`config.mk`:
```
export PLATFORM = sky130hd
export DESIGN_NAME = double_speed_clock_gen
export DESIGN_NICKNAME = d
export VERILOG_FILES = /design/src/hw/clock_speed_pkg.sv /design/src/hw/phase_cycle_counter.sv /design/src/hw/double_speed_clock_gen.sv
export SDC_FILE = /design/constraint.sdc
export NUM_CORES = 1
export LEC_CHECK = 0
export BUFFER_PORTS_ARGS = -buffer_cell sky130_fd_sc_hd__clkbuf_2
export CORE_MARGIN = 5
export CORE_UTILIZATION = 52
export CTS_BUF_LIST = sky130_fd_sc_hd__clkbuf_2 sky130_fd_sc_hd__clkbuf_4 sky130_fd_sc_hd__clkbuf_8
export CTS_CLUSTER_SIZE = 28
export DETAILED_ROUTE_END_ITERATION = 8
export PLACE_DENSITY = 0.78
export SETUP_SLACK_MARGIN = 0.2
export SYNTH_ARGS = -nofsm -noshare
export SYNTH_HDL_FRONTEND = slang
export SYNTH_SLANG_ARGS = --single-unit
export TNS_END_PERCENT = 5
```
`constraint.sdc`:
```
create_clock -name ref_clk_i -period 1.3 [get_ports ref_clk_i]
set_input_delay 0.13 -clock ref_clk_i [delete_from_list [all_inputs] [get_ports ref_clk_i]]
set_output_delay 0.13 -clock ref_clk_i [all_outputs]
set_load 0.02 [all_outputs]
```
`src/hw/clock_speed_pkg.sv`:
```
// constants for the double-speed clock generator: register address, field
// positions, reset value and machine-cycle counts.
// assumes one oscillator clock drives everything; each edge is one oscillator period.
// Summary of operation
// RULE1: double speed gives 6 oscillator periods per machine cycle, standard gives 12.
// RULE2: divide-by-two stage feeds core phases; cpu double-speed bit bypasses it.
// RULE3: after reset run standard speed, cpu bit clear, unless boot option programmed.
// RULE4: programmed boot double-speed option starts the device in double speed after reset.
// RULE5: cpu double-speed bit alone speeds up only the cpu clock; here, with all selects clear, it speeds up all six peripherals too.
// RULE6: each of six peripherals runs double speed only while its select bit is clear.
// RULE7: cpu double-speed bit change applied only on divided-clock rising edge.
// RULE8: double-speed peripherals see their time reference halved, events twice as often.
// RULE9: peripheral select clear gives 6 periods per peripheral cycle, set gives 12.
// RULE10: peripheral selects only act while cpu double-speed bit is set.
// RULE11: software never writes one to the reserved top bit of the control register.
// RULE12: peripheral select changes take effect on the same divided-clock rising edge.
package clock_speed_pkg;

	localparam logic [7:0] CLOCK_SPEED_CONTROL_ADDR = 8'h8F;
	localparam logic [7:0] CLOCK_SPEED_CONTROL_RESET = 8'h00;
	// top bit is reserved: never stored, reads zero
	localparam logic [7:0] CLOCK_SPEED_CONTROL_WMASK = 8'h7F;

	localparam int CPU_DOUBLE_SPEED_BIT = 0;
	localparam int TIMER0_SPEED_SELECT_BIT = 1;
	localparam int TIMER1_SPEED_SELECT_BIT = 2;
	localparam int TIMER2_SPEED_SELECT_BIT = 3;
	localparam int UART_SPEED_SELECT_BIT = 4;
	localparam int COUNTER_ARRAY_SPEED_SELECT_BIT = 5;
	localparam int WATCHDOG_SPEED_SELECT_BIT = 6;

	// peripheral tick vector index; index i uses control bit i+1
	localparam int PERIPH_COUNT = 6;
	localparam int PERIPH_TIMER0 = 0;
	localparam int PERIPH_TIMER1 = 1;
	localparam int PERIPH_TIMER2 = 2;
	localparam int PERIPH_UART = 3;
	localparam int PERIPH_COUNTER_ARRAY = 4;
	localparam int PERIPH_WATCHDOG = 5;

	// oscillator periods per machine cycle, for reference by the bench
	localparam int DOUBLE_SPEED_PERIODS = 6;
	localparam int STANDARD_SPEED_PERIODS = 12;
	// phase-generator steps per machine cycle
	localparam logic [2:0] PHASE_LAST = 3'h5;
	localparam logic [2:0] PHASE_FIRST = 3'h0;

	typedef enum logic [1:0] {
		BOOT_SYNC0 = 2'b00,
		BOOT_SYNC1 = 2'b01,
		BOOT_APPLY = 2'b10,
		BOOT_RUN = 2'b11
	} boot_state_type;

endpackage : clock_speed_pkg

```
`src/hw/phase_cycle_counter.sv`:
```
// counts phase-generator steps and marks the end of each machine cycle.
// assumes phase_en_i comes from logic on ref_clk_i.
`timescale 1ns/1ps
`default_nettype none

module phase_cycle_counter (
	input wire logic ref_clk_i,
	input wire logic rst_n_i,
	input wire logic phase_en_i,
	output logic cycle_end_o
);

	logic [2:0] phase_q;
	logic [2:0] phase_d;
	logic cycle_end_q;
	logic cycle_end_d;

	always_comb begin
		phase_d = phase_q;
		cycle_end_d = 1'b0;
		if (phase_en_i) begin
			if (phase_q == clock_speed_pkg::PHASE_LAST) begin
				phase_d = clock_speed_pkg::PHASE_FIRST;
				cycle_end_d = 1'b1;
			end else begin
				phase_d = phase_q + 3'h1;
			end
		end
	end

	always_ff @(posedge ref_clk_i or negedge rst_n_i) begin
		if (!rst_n_i) begin
			phase_q <= clock_speed_pkg::PHASE_FIRST;
			cycle_end_q <= 1'b0;
		end else begin
			phase_q <= phase_d;
			cycle_end_q <= cycle_end_d;
		end
	end

	assign cycle_end_o = cycle_end_q;

endmodule : phase_cycle_counter

`default_nettype wire

```
`src/hw/double_speed_clock_gen.sv`:
```
// clock generation: divide-by-two oscillator stage, cpu double-speed bypass,
// per-peripheral speed selection and the clock speed control register.
// assumes ref_clk_i is the oscillator input; outputs are enables on that clock.
// the control register is reached over the special-function-register port.
`timescale 1ns/1ps
`default_nettype none

module double_speed_clock_gen (
	input wire logic ref_clk_i,
	input wire logic rst_n_i,
	input wire logic boot_double_speed_option_i,
	input wire logic [7:0] sfr_addr_i,
	input wire logic sfr_wr_i,
	input wire logic sfr_rd_i,
	input wire logic [7:0] sfr_wdata_i,
	output logic [7:0] sfr_rdata_o,
	output logic sfr_sel_o,
	output logic running_o,
	output logic osc_half_o,
	output logic cpu_double_speed_o,
	output logic core_phase_en_o,
	output logic machine_cycle_o,
	output logic [5:0] periph_phase_en_o,
	output logic [5:0] periph_tick_o
);

	function automatic logic sfr_hit(input logic [7:0] addr);
		sfr_hit = (addr == clock_speed_pkg::CLOCK_SPEED_CONTROL_ADDR);
	endfunction : sfr_hit

	// a clock running double speed steps every oscillator period,
	// otherwise only on the rising edge of the divided clock
	function automatic logic phase_step(input logic double_speed, input logic half_rise);
		phase_step = double_speed | half_rise;
	endfunction : phase_step

	// select bit clear means double speed, but only under the cpu bit;
	// with the cpu bit clear every clock stays at standard speed
	function automatic logic periph_fast(input logic cpu_bit, input logic sel_bit);
		periph_fast = cpu_bit & ~sel_bit;
	endfunction : periph_fast

	// boot option synchroniser and start-up sequence
	// the option is not on this clock, so two flops stand before any logic reads it
	logic boot_meta_q;
	logic boot_meta_d;
	logic boot_sync_q;
	logic boot_sync_d;
	clock_speed_pkg::boot_state_type boot_state_q;
	clock_speed_pkg::boot_state_type boot_state_d;

	always_comb begin
		boot_meta_d = boot_double_speed_option_i;
		boot_sync_d = boot_meta_q;
		boot_state_d = boot_state_q;
		unique case (boot_state_q)
			clock_speed_pkg::BOOT_SYNC0: begin
				boot_state_d = clock_speed_pkg::BOOT_SYNC1;
			end
			clock_speed_pkg::BOOT_SYNC1: begin
				boot_state_d = clock_speed_pkg::BOOT_APPLY;
			end
			clock_speed_pkg::BOOT_APPLY: begin
				boot_state_d = clock_speed_pkg::BOOT_RUN;
			end
			clock_speed_pkg::BOOT_RUN: begin
				boot_state_d = clock_speed_pkg::BOOT_RUN;
			end
		endcase
	end

	always_ff @(posedge ref_clk_i or negedge rst_n_i) begin
		if (!rst_n_i) begin
			boot_meta_q <= 1'b0;
			boot_sync_q <= 1'b0;
			boot_state_q <= clock_speed_pkg::BOOT_SYNC0;
		end else begin
			boot_meta_q <= boot_meta_d;
			boot_sync_q <= boot_sync_d;
			boot_state_q <= boot_state_d;
		end
	end

	logic running;
	logic boot_apply;

	// nothing steps and no write lands until start-up has loaded both copies
	assign running = (boot_state_q == clock_speed_pkg::BOOT_RUN);
	assign boot_apply = (boot_state_q == clock_speed_pkg::BOOT_APPLY);

	// divide-by-two stage
	// free running from reset so its phase is known when the clocks start
	logic half_q;
	logic half_d;
	logic half_rise;

	always_comb begin
		half_d = ~half_q; // [RULE2]
	end

	// the divided clock rises at the next edge exactly when it is low now
	assign half_rise = ~half_q;

	always_ff @(posedge ref_clk_i or negedge rst_n_i) begin
		if (!rst_n_i) begin
			half_q <= 1'b0;
		end else begin
			half_q <= half_d;
		end
	end

	// control register: software copy and the copy the clocks obey
	logic [7:0] ctrl_q;
	logic [7:0] ctrl_d;
	logic [7:0] eff_q;
	logic [7:0] eff_d;
	logic [7:0] rdata_q;
	logic [7:0] rdata_d;

	always_comb begin
		ctrl_d = ctrl_q;
		eff_d = eff_q;
		rdata_d = 8'h00;
		if (boot_apply) begin
			// start-up comes in standard speed unless the boot option says otherwise
			ctrl_d = clock_speed_pkg::CLOCK_SPEED_CONTROL_RESET; // [RULE3]
			ctrl_d[clock_speed_pkg::CPU_DOUBLE_SPEED_BIT] = boot_sync_q; // [RULE4]
			// clocks are still held here, so no glitch from loading directly
			eff_d = ctrl_d;
		end else if (running) begin
			if (sfr_wr_i && sfr_hit(sfr_addr_i)) begin
				// reserved bit dropped even if software misbehaves
				ctrl_d = sfr_wdata_i & clock_speed_pkg::CLOCK_SPEED_CONTROL_WMASK; // [RULE11]
			end
			// mode and select changes only land on a divided-clock rising edge
			if (half_rise) begin
				eff_d = ctrl_q; // [RULE7] [RULE12]
			end
		end
		// reads show the software copy, so a write is seen back at once;
		// the clocks may still obey the old value for up to two more periods
		if (sfr_rd_i && sfr_hit(sfr_addr_i)) begin
			rdata_d = ctrl_q;
		end
	end

	always_ff @(posedge ref_clk_i or negedge rst_n_i) begin
		if (!rst_n_i) begin
			ctrl_q <= clock_speed_pkg::CLOCK_SPEED_CONTROL_RESET; // [RULE3]
			eff_q <= clock_speed_pkg::CLOCK_SPEED_CONTROL_RESET;
			rdata_q <= 8'h00;
		end else begin
			ctrl_q <= ctrl_d;
			eff_q <= eff_d;
			rdata_q <= rdata_d;
		end
	end

	// phase enables for the cpu and each peripheral
	logic cpu_x2;
	logic cpu_step;
	logic [5:0] periph_x2;
	logic [5:0] periph_step;
	logic cpu_step_q;
	logic [5:0] periph_step_q;

	// cpu bit also gates the peripheral selects: with a select clear it speeds that peripheral too
	assign cpu_x2 = eff_q[clock_speed_pkg::CPU_DOUBLE_SPEED_BIT]; // [RULE5]
	// held until start-up done so the core never runs in the wrong mode
	assign cpu_step = running & phase_step(cpu_x2, half_rise); // [RULE1] [RULE2]

	always_comb begin
		periph_x2 = 6'h00;
		periph_step = 6'h00;
		for (int i = 0; i < clock_speed_pkg::PERIPH_COUNT; i++) begin
			// control bit i+1 belongs to peripheral i
			periph_x2[i] = periph_fast(cpu_x2, eff_q[i + 1]); // [RULE6] [RULE9] [RULE10]
			// double speed halves the time reference
			periph_step[i] = running & phase_step(periph_x2[i], half_rise); // [RULE8]
		end
	end

	// registered copies hand the core and peripherals clean enables
	always_ff @(posedge ref_clk_i or negedge rst_n_i) begin
		if (!rst_n_i) begin
			cpu_step_q <= 1'b0;
			periph_step_q <= 6'h00;
		end else begin
			cpu_step_q <= cpu_step;
			periph_step_q <= periph_step;
		end
	end

	// machine cycle = six phase steps: 6 periods in double speed, 12 otherwise
	phase_cycle_counter cpu_cycle (
		.ref_clk_i(ref_clk_i),
		.rst_n_i(rst_n_i),
		.phase_en_i(cpu_step), // [RULE1]
		.cycle_end_o(machine_cycle_o)
	);

	// one counter per peripheral: its cycle never depends on the core's phase
	for (genvar g = 0; g < clock_speed_pkg::PERIPH_COUNT; g++) begin : g_periph
		phase_cycle_counter periph_cycle (
			.ref_clk_i(ref_clk_i),
			.rst_n_i(rst_n_i),
			.phase_en_i(periph_step[g]), // [RULE9]
			.cycle_end_o(periph_tick_o[g])
		);
	end

	assign sfr_rdata_o = rdata_q;
	assign sfr_sel_o = sfr_hit(sfr_addr_i);
	assign running_o = running;
	assign osc_half_o = half_q;
	// the applied copy is what the clocks obey, so that is the mode shown outside
	assign cpu_double_speed_o = eff_q[clock_speed_pkg::CPU_DOUBLE_SPEED_BIT];
	assign core_phase_en_o = cpu_step_q;
	assign periph_phase_en_o = periph_step_q;

endmodule : double_speed_clock_gen

`default_nettype wire

```
==> results of run 1 <==
through the flow:
step,instance area (µm²),setup WS (ps)
2_1_floorplan,2710,-35.9
3_3_place_gp,3130,-45.4
6_report,3590,-102
4_1_cts,3510,-126
3_5_place_dp,3130,-85.8
5_1_grt,3590,-154
logic make-up after synthesis:
| group | count (synthesis) | share of synthesized area, % |
|---|---|---|
| mux | 12 | 5.09 |
| flops | 61 | 57.5 |
| simple gates | 72 | 17.5 |
| other cells | 1 | 0.141 |
| buf+inv | 36 | 6.56 |
| xor+xnor | 7 | 2.31 |
| compound gates | 39 | 10.8 |
per-layer routing:
| metal | share of wire (%) | up-vias |
|---|---|---|
| met2 | 53 | 43 |
| met3 | 4.3 | 13 |
| met1 | 40 | 916 |
| li1 | - | 919 |
| met4 | 2.7 | 0 |
| met5 | 0 | - |
where the power goes:
group,switching [W],total [W],internal (W)
logic,0.000658,0.00140,0.000746
registers,0.000266,0.00257,0.00231
clock network,0.000745,0.00204,0.00129
synthesized netlist by cell type, types with 2 or more instances:
| master | number |
|---|---|
| o21ai_0 | 2 |
| nand3_1 | 6 |
| and3_1 | 8 |
| nor2b_1 | 8 |
| clkbuf_1 | 5 |
| a211oi_2 | 4 |
| mux2_2 | 12 |
| a22oi_1 | 6 |
| a211oi_1 | 2 |
| dfrtp_1 | 61 |
| o311ai_0 | 7 |
| and3b_1 | 6 |
| buf_4 | 7 |
| o31ai_1 | 2 |
| or4_1 | 8 |
| inv_1 | 19 |
| nor2_1 | 10 |
| buf_2 | 4 |
| nand2b_1 | 14 |
| o22ai_1 | 6 |
| a21oi_1 | 9 |
| xnor2_1 | 7 |
| nand2_1 | 8 |
state kept, by name, indices dropped and copies added (netlist names), 2 cells and up:
name                               cells
boot_state_q                           2
cpu_cycle.phase_q                      3
periph_phase_en_o                      6
g_periph.periph_cycle.cycle_end_o      6
ctrl_q                                 7
eff_q                                  7
sfr_rdata_o                            7
g_periph.periph_cycle.phase_q         18
worst max-delay path: cells and delay by family, from the launching register on:
kind / cells / cell delay (ps)
buffers and inverters: 4 / 400
flip-flops: 1 / 410
AND/OR/NAND/NOR: 1 / 140
what timing repair did:
item	CTS	global route
pin swaps	5	15
endpoints found under the setup margin	44	50
endpoints found under the hold margin	62	0
resized for setup	25	21
hold buffers	2	0
buffers inserted	1	0
cloned	1	0
cells in the final DEF, fill, tap and decap left out, types with 7 or more instances in the layout:
cell	instances
dfrtp_1	59
clkbuf_2	41
buf_4	19
inv_1	18
nand2b_1	14
clkbuf_8	9
nor2_1	8
and3_1	7
nor2b_1	7
o311ai_0	7
nand2_1	7
xnor2_1	7
mux2_2	7
buf_6	7
cell type report:
cell class	count	area share [%]
Clock buffer	10	3.66
Clock inverter	6	3.10
Inverter	19	2.05
Multi-Input combinational cell	131	30.8
Sequential cell	61	42.5
Tap cell	70	2.44
Timing Repair Buffer	75	15.4
path summary, 6_finish.rpt:
check,from,endpoint,depth (start not counted)
min,sfr_rd_i,sfr_rdata_o[6],2
max reg2reg,osc_half_o,g_periph[0].periph_cycle.phase_q[1],3
max,boot_state_q[0],running_o,5
min in group asynchronous,rst_n_i,g_periph[4].periph_cycle.phase_q[2],3
min reg2reg,boot_meta_q,boot_sync_q,0
max in group asynchronous,rst_n_i,osc_half_o,3
==> qor.txt, run 1 <==
Critical Path Sink Type -> output pin
DRC -> 0
Slowest CP cell -> dfrtp_1
H-tree levels -> 3
Setup CP Type -> reg -> out
Max rail drop VDD -> 0.772 mV
Core area -> 5040 µm²
Net count after synthesis -> 249
RSZ-0062 raised after global routing -> true
Area leader, netlist -> dfrtp_1
Worst hold margin -> 93.9 ps
Period utilization -> 108%
Final Instance Count excl. Fillers -> 372
Via count -> 1,891
Die Ht -> 81.4 µm
Crit path time final -> 1400 ps
Overall Power -> 0.00601 W
Max Cap Viol -> 0
Avg Cell Area, Syn -> 11.6 µm²
Gr usage total -> 17.8%
# port buffers -> 44
Largest net degree at the start of global routing -> 62
Worst path max stage delay -> 410 ps
Nets -> 318
Row count -> 26
Data required, critical path -> 1170 ps
Final Max Tran Viols -> 0
Final worst setup slack -> -102 ps
DR WL/cell -> 13.7 µm
Final GP Congestion -> 0.743
Die width -> 81.4 µm
Placed cells -> 352
Die area -> 6630 µm²
Clock Pin Slew Worst Setup and Hold Paths -> 70 ps
R2R Setup Slk -> -90 ps
Post-Syn Area -> 2650 µm²
Yosys warning total -> 0
Ports -> 47
Util after Layout -> 71.3%
Num CTS Buffers -> 9
Setup tns final -> -960 ps
Met1 Usage GRT -> 19.5%
Initial antenna violation count -> 0
CTS Buffer Depth -> 2
Netlist cell types -> 30
Hold WC Path Type -> in -> reg
Clock sinks -> 61
Sequential area share after synthesis -> 57.5%
Max FO, Critical Path -> 6
Ant diodes -> 0
Layout cell share with drive strength beyond 1 -> 43.7%
Yosys top cell area share -> 57.5%
Failing checks -> negative setup slack
Number of synthesized flops with an enable pin -> 0
DP HPWL -> 3330 µm
Post-Synthesis Cells -> 228
Root Driver -> clkbuf_8
Final setup vio count -> 18
Vias in the first global route -> 1,953
Total gr overflow -> 0
Initial Util -> 52.6%
Clock Latency Late Sink -> 340 ps
DRT antenna net count -> 0
Peak Freq -> 713 MHz
Met3 GRT Util -> 5.15%
Seq cells post-synth -> 61
Leak -> 1.75 nW
First-pass GRT wire length -> 8630 µm
Met2 usage -> 30.5%
Vias per cell -> 5.08
Top post-synthesis cells by area -> dfrtp_1 58%, mux2_2 5.1%, nand2b_1 3.3%
Final wirelength -> 5100 µm
Register area -> 1530 µm²
Worst Path Arrival -> 1270 ps
DR pass1 iterations -> 4
Async S/R FF share, synth -> 100%
Status -> finished with violations
Top FF cell, synth -> dfrtp_1
Fill cells -> 363
Detailed Route Iter0 Violations -> 94
Multi-input logic area -> 1110 µm²
CP cell instances -> nand2_4, buf_12, buf_6, inv_4, buf_8
Grt peak-use layer -> met2
Clk_skew -> 6.55 ps
P&R area growth vs syn -> 35.5%
CP Launch Type -> register
Hold Vio Cnt, Final -> 0
CTS tree -> yes
PD cells -> 1670 nW/µm²
Power figures use the tool's default switching activity.
==> run 2, diff against run 1 <==
--- a/config.mk
+++ b/config.mk
@@ -11,8 +11,9 @@
 export CTS_BUF_LIST = sky130_fd_sc_hd__clkbuf_2 sky130_fd_sc_hd__clkbuf_4 sky130_fd_sc_hd__clkbuf_8
 export CTS_CLUSTER_SIZE = 28
 export DETAILED_ROUTE_END_ITERATION = 8
+export GPL_ROUTABILITY_DRIVEN = 0
 export PLACE_DENSITY = 0.78
-export SETUP_SLACK_MARGIN = 0.2
+export SETUP_SLACK_MARGIN = 0.1
 export SYNTH_ARGS = -nofsm -noshare
 export SYNTH_HDL_FRONTEND = slang
 export SYNTH_SLANG_ARGS = --single-unit
==> run 2 against run 1 <==
- the run still ends with negative setup slack left
- utilization increased by 0.22 points
- cell area increased by 0.31%
- non-clock buffer count increased by 2
- critical path type unchanged
- largest cell class unchanged
- highest routed layer unchanged
==> qor.txt, run 2 (synthesis results as in run 1) <==
Status -> finished with violations
Failing checks -> negative setup slack
Ports -> 47 (unchanged)
Data required, critical path -> 1170 ps (about the same)
PD cells -> 1680 nW/µm² (+0.63%)
Root Driver -> clkbuf_8
Period utilization -> 108% (+0.22 points)
Via count -> 1,906 (+0.79%)
Cell Area, Placed -> 3130 µm² (unchanged)
CP cell instances -> nand2_4, buf_12, buf_6, inv_4, buf_8
Final setup vio count -> 16 (-2)
Layout cell share with drive strength beyond 1 -> 44.1% (+0.37 points)
Peak Freq -> 712 MHz (-0.20%)
Initial antenna violation count -> 0 (unchanged)
H-tree levels -> 3 (unchanged)
Crit path time final -> 1400 ps (+2.87 ps)
Final Max Tran Viols -> 0 (unchanged)
Critical Path Sink Type -> output pin
Placed cells -> 352 (unchanged)
# port buffers -> 44 (unchanged)
DR WL/cell -> 14.1 µm (+2.7%)
Detailed Route Iter0 Violations -> 90 (-4.3%)
Row count -> 26 (unchanged)
Ant diodes -> 0 (unchanged)
Max Cap Viol -> 0 (unchanged)
Die Ht -> 81.4 µm (unchanged)
DRC -> 0 (unchanged)
Initial Util -> 52.6% (unchanged)
Commonest non-fill, non-tap cells in the layout -> 59 x dfrtp_1, 42 x clkbuf_2, 23 x buf_4
Clock Latency Late Sink -> 340 ps (about the same)
Worst Path Arrival -> 1270 ps (about the same)
Worst path max stage delay -> 410 ps (about the same)
Commonest non-fill, non-tap cell in the layout -> dfrtp_1
Clock sinks -> 61 (unchanged)
Fill cells -> 349 (-3.9%)
Max FFs per register -> 18 (unchanged)
Nets -> 320 (+0.63%)
Final Instance Count excl. Fillers -> 374 (+0.54%)
Vias per cell -> 5.10 (+0.25%)
Leak -> 1.77 nW (+0.81%)
DR pass1 iterations -> 4 (unchanged)
CTS tree -> yes
Vias in the first global route -> 1,952 (-0.051%)
Num CTS Buffers -> 9 (unchanged)
Clock Pin Slew Worst Setup and Hold Paths -> 70 ps (about the same)
Worst hold margin -> 94.4 ps (+0.435 ps)
First-pass GRT wire length -> 8620 µm (about the same)
DRT antenna net count -> 0 (unchanged)
RSZ-0062 raised after global routing -> true
Final worst setup slack -> -105 ps (-2.87 ps)
CP Launch Type -> register
CTS Buffer Depth -> 2 (unchanged)
Max FO, Critical Path -> 6 (unchanged)
Clk_skew -> 7.14 ps (+0.593 ps)
Max rail drop VDD -> 0.770 mV (-0.15%)
Die area -> 6630 µm² (unchanged)
Multi-input logic area -> 1120 µm² (+1.2%)
Util after Layout -> 71.5% (+0.22 points)
Register area -> 1530 µm² (unchanged)
Hold Vio Cnt, Final -> 0 (unchanged)
P&R area growth vs syn -> 35.9%
Total gr overflow -> 0 (unchanged)
Largest net degree at the start of global routing -> 62 (unchanged)
Die width -> 81.4 µm (unchanged)
DP HPWL -> 3330 µm (unchanged)
Slowest CP cell -> dfrtp_1
Core area -> 5040 µm² (unchanged)
Setup CP Type -> reg -> out
Hold WC Path Type -> in -> reg
Cell area after layout -> 3600 µm² (+0.31%)
Largest Register -> g_periph.periph_cycle.phase_q
Final wirelength -> 5270 µm (+3.3%)
Gr usage total -> 17.7% (-0.047 points)
run 2: cell types whose count changed in the layout (fill, tap and decap cells not counted), moves of 2 or more:
cell,previous run,this run
buf_4,19,23
a21oi_2,3,1
buf_6,7,5
mux2_2,7,5
mux2_4,5,7
run 2: through the flow:
stage / TNS (ps) / total power, W / setup WS, ps
6_report: -972 / 0.00607 / -105
5_1_grt: -2170 / 0.00639 / -153
4_1_cts: -1280 / 0.00596 / -126
3_5_place_dp: -860 / 0.00381 / -85.8
3_3_place_gp: -473 / 0.00372 / -45.4
2_1_floorplan: -347 / 0.00354 / -35.9
run 2: area by class of cell:
type	instances	area share [%]
Sequential cell	61	42.4
Multi-Input combinational cell	131	31.1
Timing Repair Buffer	77	15.2
Clock buffer	10	3.64
Clock inverter	6	3.09
Tap cell	70	2.43
Inverter	19	2.05
run 2: power breakdown:
group | total [W] | internal (W) | switching, W
logic | 0.00146 | 0.000780 | 0.000677
clock network | 0.00204 | 0.00129 | 0.000747
registers | 0.00257 | 0.00231 | 0.000268
total | 0.00607 | 0.00438 | 0.00169
run 2: routing by layer:
layer	vias up	GRT usage, %	share of wire [%]
li1	920	-	-
met1	933	19.6	40
met2	42	30.1	54
met3	11	5.15	4.8
met4	0	10.5	1.5
met5	-	0	0
run 2: critical path: cells and delay by family, from the launching register on:
kind | cells | cell delay (ps)
buffers and inverters | 4 | 400
flip-flops | 1 | 410
AND/OR/NAND/NOR | 1 | 130
run 2: what timing repair did:
| action | in CTS | in global routing |
|---|---|---|
| endpoints found under the setup margin | 33 | 43 |
| hold endpoints to repair | 62 | 0 |
| hold buffers | 2 | 0 |
| buffers inserted | 1 | 2 |
| pin swaps | 4 | 14 |
| gates resized for setup | 21 | 22 |
| cloned | 1 | 0 |
run 2: final timing paths:
path / start / end / slack [ps] / depth (start not counted)
setup / recovery: boot_state_q[0] / running_o / -100 / 5
hold / removal: sfr_rd_i / sfr_rdata_o[6] / 90 / 2
setup reg to reg: osc_half_o / g_periph[2].periph_cycle.phase_q[2] / -90 / 3
hold reg to reg: boot_meta_q / boot_sync_q / 360 / 0
max in group asynchronous: rst_n_i / osc_half_o / 700 / 3
min in group asynchronous: rst_n_i / g_periph[4].periph_cycle.phase_q[2] / 320 / 3
==> run 3, diff against run 2 <==
--- a/config.mk
+++ b/config.mk
@@ -5,6 +5,7 @@
 export SDC_FILE = /design/constraint.sdc
 export NUM_CORES = 1
 export LEC_CHECK = 0
+export ABC_AREA = 1
 export BUFFER_PORTS_ARGS = -buffer_cell sky130_fd_sc_hd__clkbuf_2
 export CORE_MARGIN = 5
 export CORE_UTILIZATION = 52
@@ -12,6 +13,7 @@
 export CTS_CLUSTER_SIZE = 28
 export DETAILED_ROUTE_END_ITERATION = 8
 export GPL_ROUTABILITY_DRIVEN = 0
+export GPL_TIMING_DRIVEN = 0
 export PLACE_DENSITY = 0.78
 export SETUP_SLACK_MARGIN = 0.1
 export SYNTH_ARGS = -nofsm -noshare
==> run 3 against run 2 <==
- the flow now finishes without violations
- critical path depth rose by 2
- final cell count rose by 20%
- sequential cell count did not move
- combinational power fell by 8%
- sequential share of layout area rose by 3.5 points
- sequential power barely moved
- register-to-register slack improved by 130 ps
==> qor.txt, run 3 <==
Status -> finished, final reports clean
Via count -> 2,049 (+7.5%)
Hold WC Path Type -> in -> reg
Peak Freq -> 794 MHz (+12%)
Row count -> 26 (unchanged)
Final worst setup slack -> 40.4 ps (+145 ps)
Worst Path Arrival -> 1480 ps (+210 ps)
Initial Util -> 53.0% (+0.35 points)
Async S/R FF share, synth -> 100% (unchanged)
Total gr overflow -> 0 (unchanged)
Clock Pin Slew Worst Setup and Hold Paths -> 60 ps (about the same)
Root Driver -> clkbuf_8
Seq cells post-synth -> 61 (unchanged)
Met3 GRT Util -> 4.39% (-0.77 points)
Initial antenna violation count -> 0 (unchanged)
Count leader, synth -> nand2_1
Commonest non-fill, non-tap cells in the layout -> 85 x nand2_1, 59 x dfrtp_1, 46 x inv_1
Die area -> 6670 µm² (+0.58%)
Setup CP Type -> reg -> reg
Clock Latency Late Sink -> 330 ps (about the same)
Ant diodes -> 0 (unchanged)
PD cells -> 1620 nW/µm² (-3.7%)
Post-Synthesis Cells -> 308 (+35%)
Max FFs per register -> 18 (unchanged)
Final Max Tran Viols -> 0 (unchanged)
H-tree levels -> 3 (unchanged)
R2r startpoint -> osc_half_o
Met1 Usage GRT -> 18.7% (-0.89 points)
Cell Area, Placed -> 3020 µm² (-3.7%)
Hold EP -> ctrl_q[3]
Worst Max-Slew Pin Slew -> 744 ps
Multi-input logic area -> 912 µm² (-19%)
Area leader, netlist -> dfrtp_1
Sequential area share after synthesis -> 57.2% (-0.38 points)
Synth cell count leaders -> 88 x nand2_1, 61 x dfrtp_1, 50 x inv_1, 29 x nor2_1, 22 x o21ai_0
Register area -> 1530 µm² (unchanged)
Number of synthesized flops with an enable pin -> 0 (unchanged)
R2r endpoint -> g_periph[3].periph_cycle.phase_q[2]
HP Start -> sfr_wdata_i[3]
# port buffers -> 44 (unchanged)
Grt peak-use layer -> met2
Die width -> 81.7 µm (+0.29%)
P&R area growth vs syn -> 24.6%
Max rail drop VDD -> 1.08 mV (+40%)
Net count after synthesis -> 329 (+32%)
Num CTS Buffers -> 9 (unchanged)
Period utilization -> 96.9% (-11 points)
DR pass1 iterations -> 5 (+1)
DRT antenna net count -> 0 (unchanged)
Data required, critical path -> 1520 ps (+350 ps)
Commonest non-fill, non-tap cell in the layout -> nand2_1
Final setup vio count -> 0 (-16)
Max FO, Critical Path -> 8 (+2)
Max Cap Viol -> 0 (unchanged)
Post-Syn Area -> 2670 µm² (+0.66%)
R2R depth -> 7 (+4)
CP Launch Type -> register
Ports -> 47 (unchanged)
First-pass GRT wire length -> 8140 µm (-5.6%)
RSZ-0062 raised after global routing -> true
Util after Layout -> 66.0% (-5.5 points)
Leak -> 1.77 nW (+0.24%)
Final wirelength -> 4950 µm (-6.1%)
Gr usage total -> 16.0% (-1.7 points)
DP HPWL -> 3270 µm (-1.7%)
Die Ht -> 81.7 µm (+0.29%)
Clk_skew -> 5.46 ps (-1.69 ps)
Critical Path Sink Type -> register
Fill cells -> 398 (+14%)
Yosys warning total -> 0 (unchanged)
Clock sinks -> 61 (unchanged)
Hold Vio Cnt, Final -> 0 (unchanged)
Pre-CTS WS -> 49.5 ps (+135 ps)
Largest net degree at the start of global routing -> 62 (unchanged)
Vias in the first global route -> 1,950 (-0.10%)
Core area -> 5040 µm² (unchanged)
Detailed Route Iter0 Violations -> 86 (-4.4%)
Slew headroom -> 50.4%
Top post-synthesis cells by area -> dfrtp_1 57%, nand2_1 12%, inv_1 7.0%
Netlist cell types -> 21 (-30%)
Cell area after layout -> 3330 µm² (-7.7%)
Hold Crit Depth -> 3 (+1)
CTS Buffer Depth -> 2 (unchanged)
Nets -> 394 (+23%)
Avg Cell Area, Syn -> 8.67 µm² (-25%)
Met2 usage -> 27.3% (-2.9 points)
Layout cell share with drive strength beyond 1 -> 29.1% (-15 points)
R2R Setup Slk -> 40 ps (+130 ps)
DR WL/cell -> 11.0 µm (-22%)
CTS tree -> yes
DRC -> 0 (unchanged)
Yosys top cell area share -> 57.2% (-0.38 points)
Vias per cell -> 4.57 (-10%)
Crit path time final -> 1260 ps (-145 ps)
Largest Register -> g_periph.periph_cycle.phase_q
Top FF cell, synth -> dfrtp_1
## run 3: cell types whose count changed in the layout (fill, tap and decap cells not counted), moves of 7 or more
cell,change
a21oi_1,-7
and3_1,-7
buf_4,-8
inv_1,+28
inv_2,+11
mux2_4,-7
nand2_1,+78
nand2b_1,-14
nand3_1,+11
nor2_1,+18
nor2b_1,-7
o21ai_0,+20
o21ai_1,+8
o311ai_0,-7
## run 3: cell type report
cell class	instances	share of cell area (%)
flip-flops and latches	61	46.0
clock inverters	2	0.301
inverters	57	6.43
well taps	70	2.63
multi-input cells	179	27.4
plain buffers	11	3.08
repair buffers	54	9.14
clock buffers	14	5.04
## run 3: cells by family after synthesis
| kind of cell | Yosys count | synth area share, % |
|---|---|---|
| other cells | 1 | 0.140 |
| simple gates | 137 | 20.6 |
| flops | 61 | 57.2 |
| xor+xnor | 6 | 1.97 |
| compound gates | 35 | 9.23 |
| buf+inv | 68 | 10.9 |
## run 3: worst max-delay path by stage
stage | from | end | slack [ps] | cells past startpoint
floorplan | osc_half_o | g_periph[0].periph_cycle.phase_q[0] | 90 | 7
global placement | rst_n_i | osc_half_o | -290 | 1
detailed placement | osc_half_o | g_periph[5].periph_cycle.phase_q[2] | 50 | 7
CTS | osc_half_o | g_periph[0].periph_cycle.phase_q[2] | 50 | 7
global route | osc_half_o | g_periph[4].periph_cycle.phase_q[2] | -6 | 7
finish | osc_half_o | g_periph[3].periph_cycle.phase_q[2] | 40 | 7
## run 3: where the power goes
part | leakage (nW) | switching, W | internal (W) | total (W)
sequential | 0.749 | 0.000301 | 0.00226 | 0.00256
clock | 0.0981 | 0.000664 | 0.000824 | 0.00149
combinational | 0.925 | 0.000794 | 0.000552 | 0.00135
## run 3: layer usage
layer,routed length [µm],part of all wire [%],vias up
met5,0,0,-
met4,65,1.3,0
met3,229,4.6,7
met2,2510,51,44
met1,2150,43,950
li1,-,-,1048
## run 3: worst max-delay path, cell delays in order, from the launching register on
cell     delay (ps)
dfrtp_2         420
buf_12          150
nand2_8          60
nand2_8         100
a21oi_4         210
inv_2            80
nand2_1          60
nand2_1          50
## run 3: stage by stage
step	hold WS [ps]	power, W	setup TNS [ps]	cells
after floorplan	-166	0.00354	0	308
after global placement	240	0.00380	-10320	422
after detailed placement	243	0.00388	0	422
after CTS	49.3	0.00539	0	442
after global routing	63.6	0.00579	-18.7	448
final	50.0	0.00540	0	448
## run 3: what timing repair did
| action | 4_1_cts | 5_1_grt |
|---|---|---|
| hold buffers | 2 | 0 |
| setup endpoints to repair | 36 | 44 |
| cloned | 0 | 1 |
| pin swaps | 0 | 14 |
| gates resized for setup | 4 | 25 |
| hold endpoints to repair | 62 | 0 |
| buffers inserted | 2 | 5 |
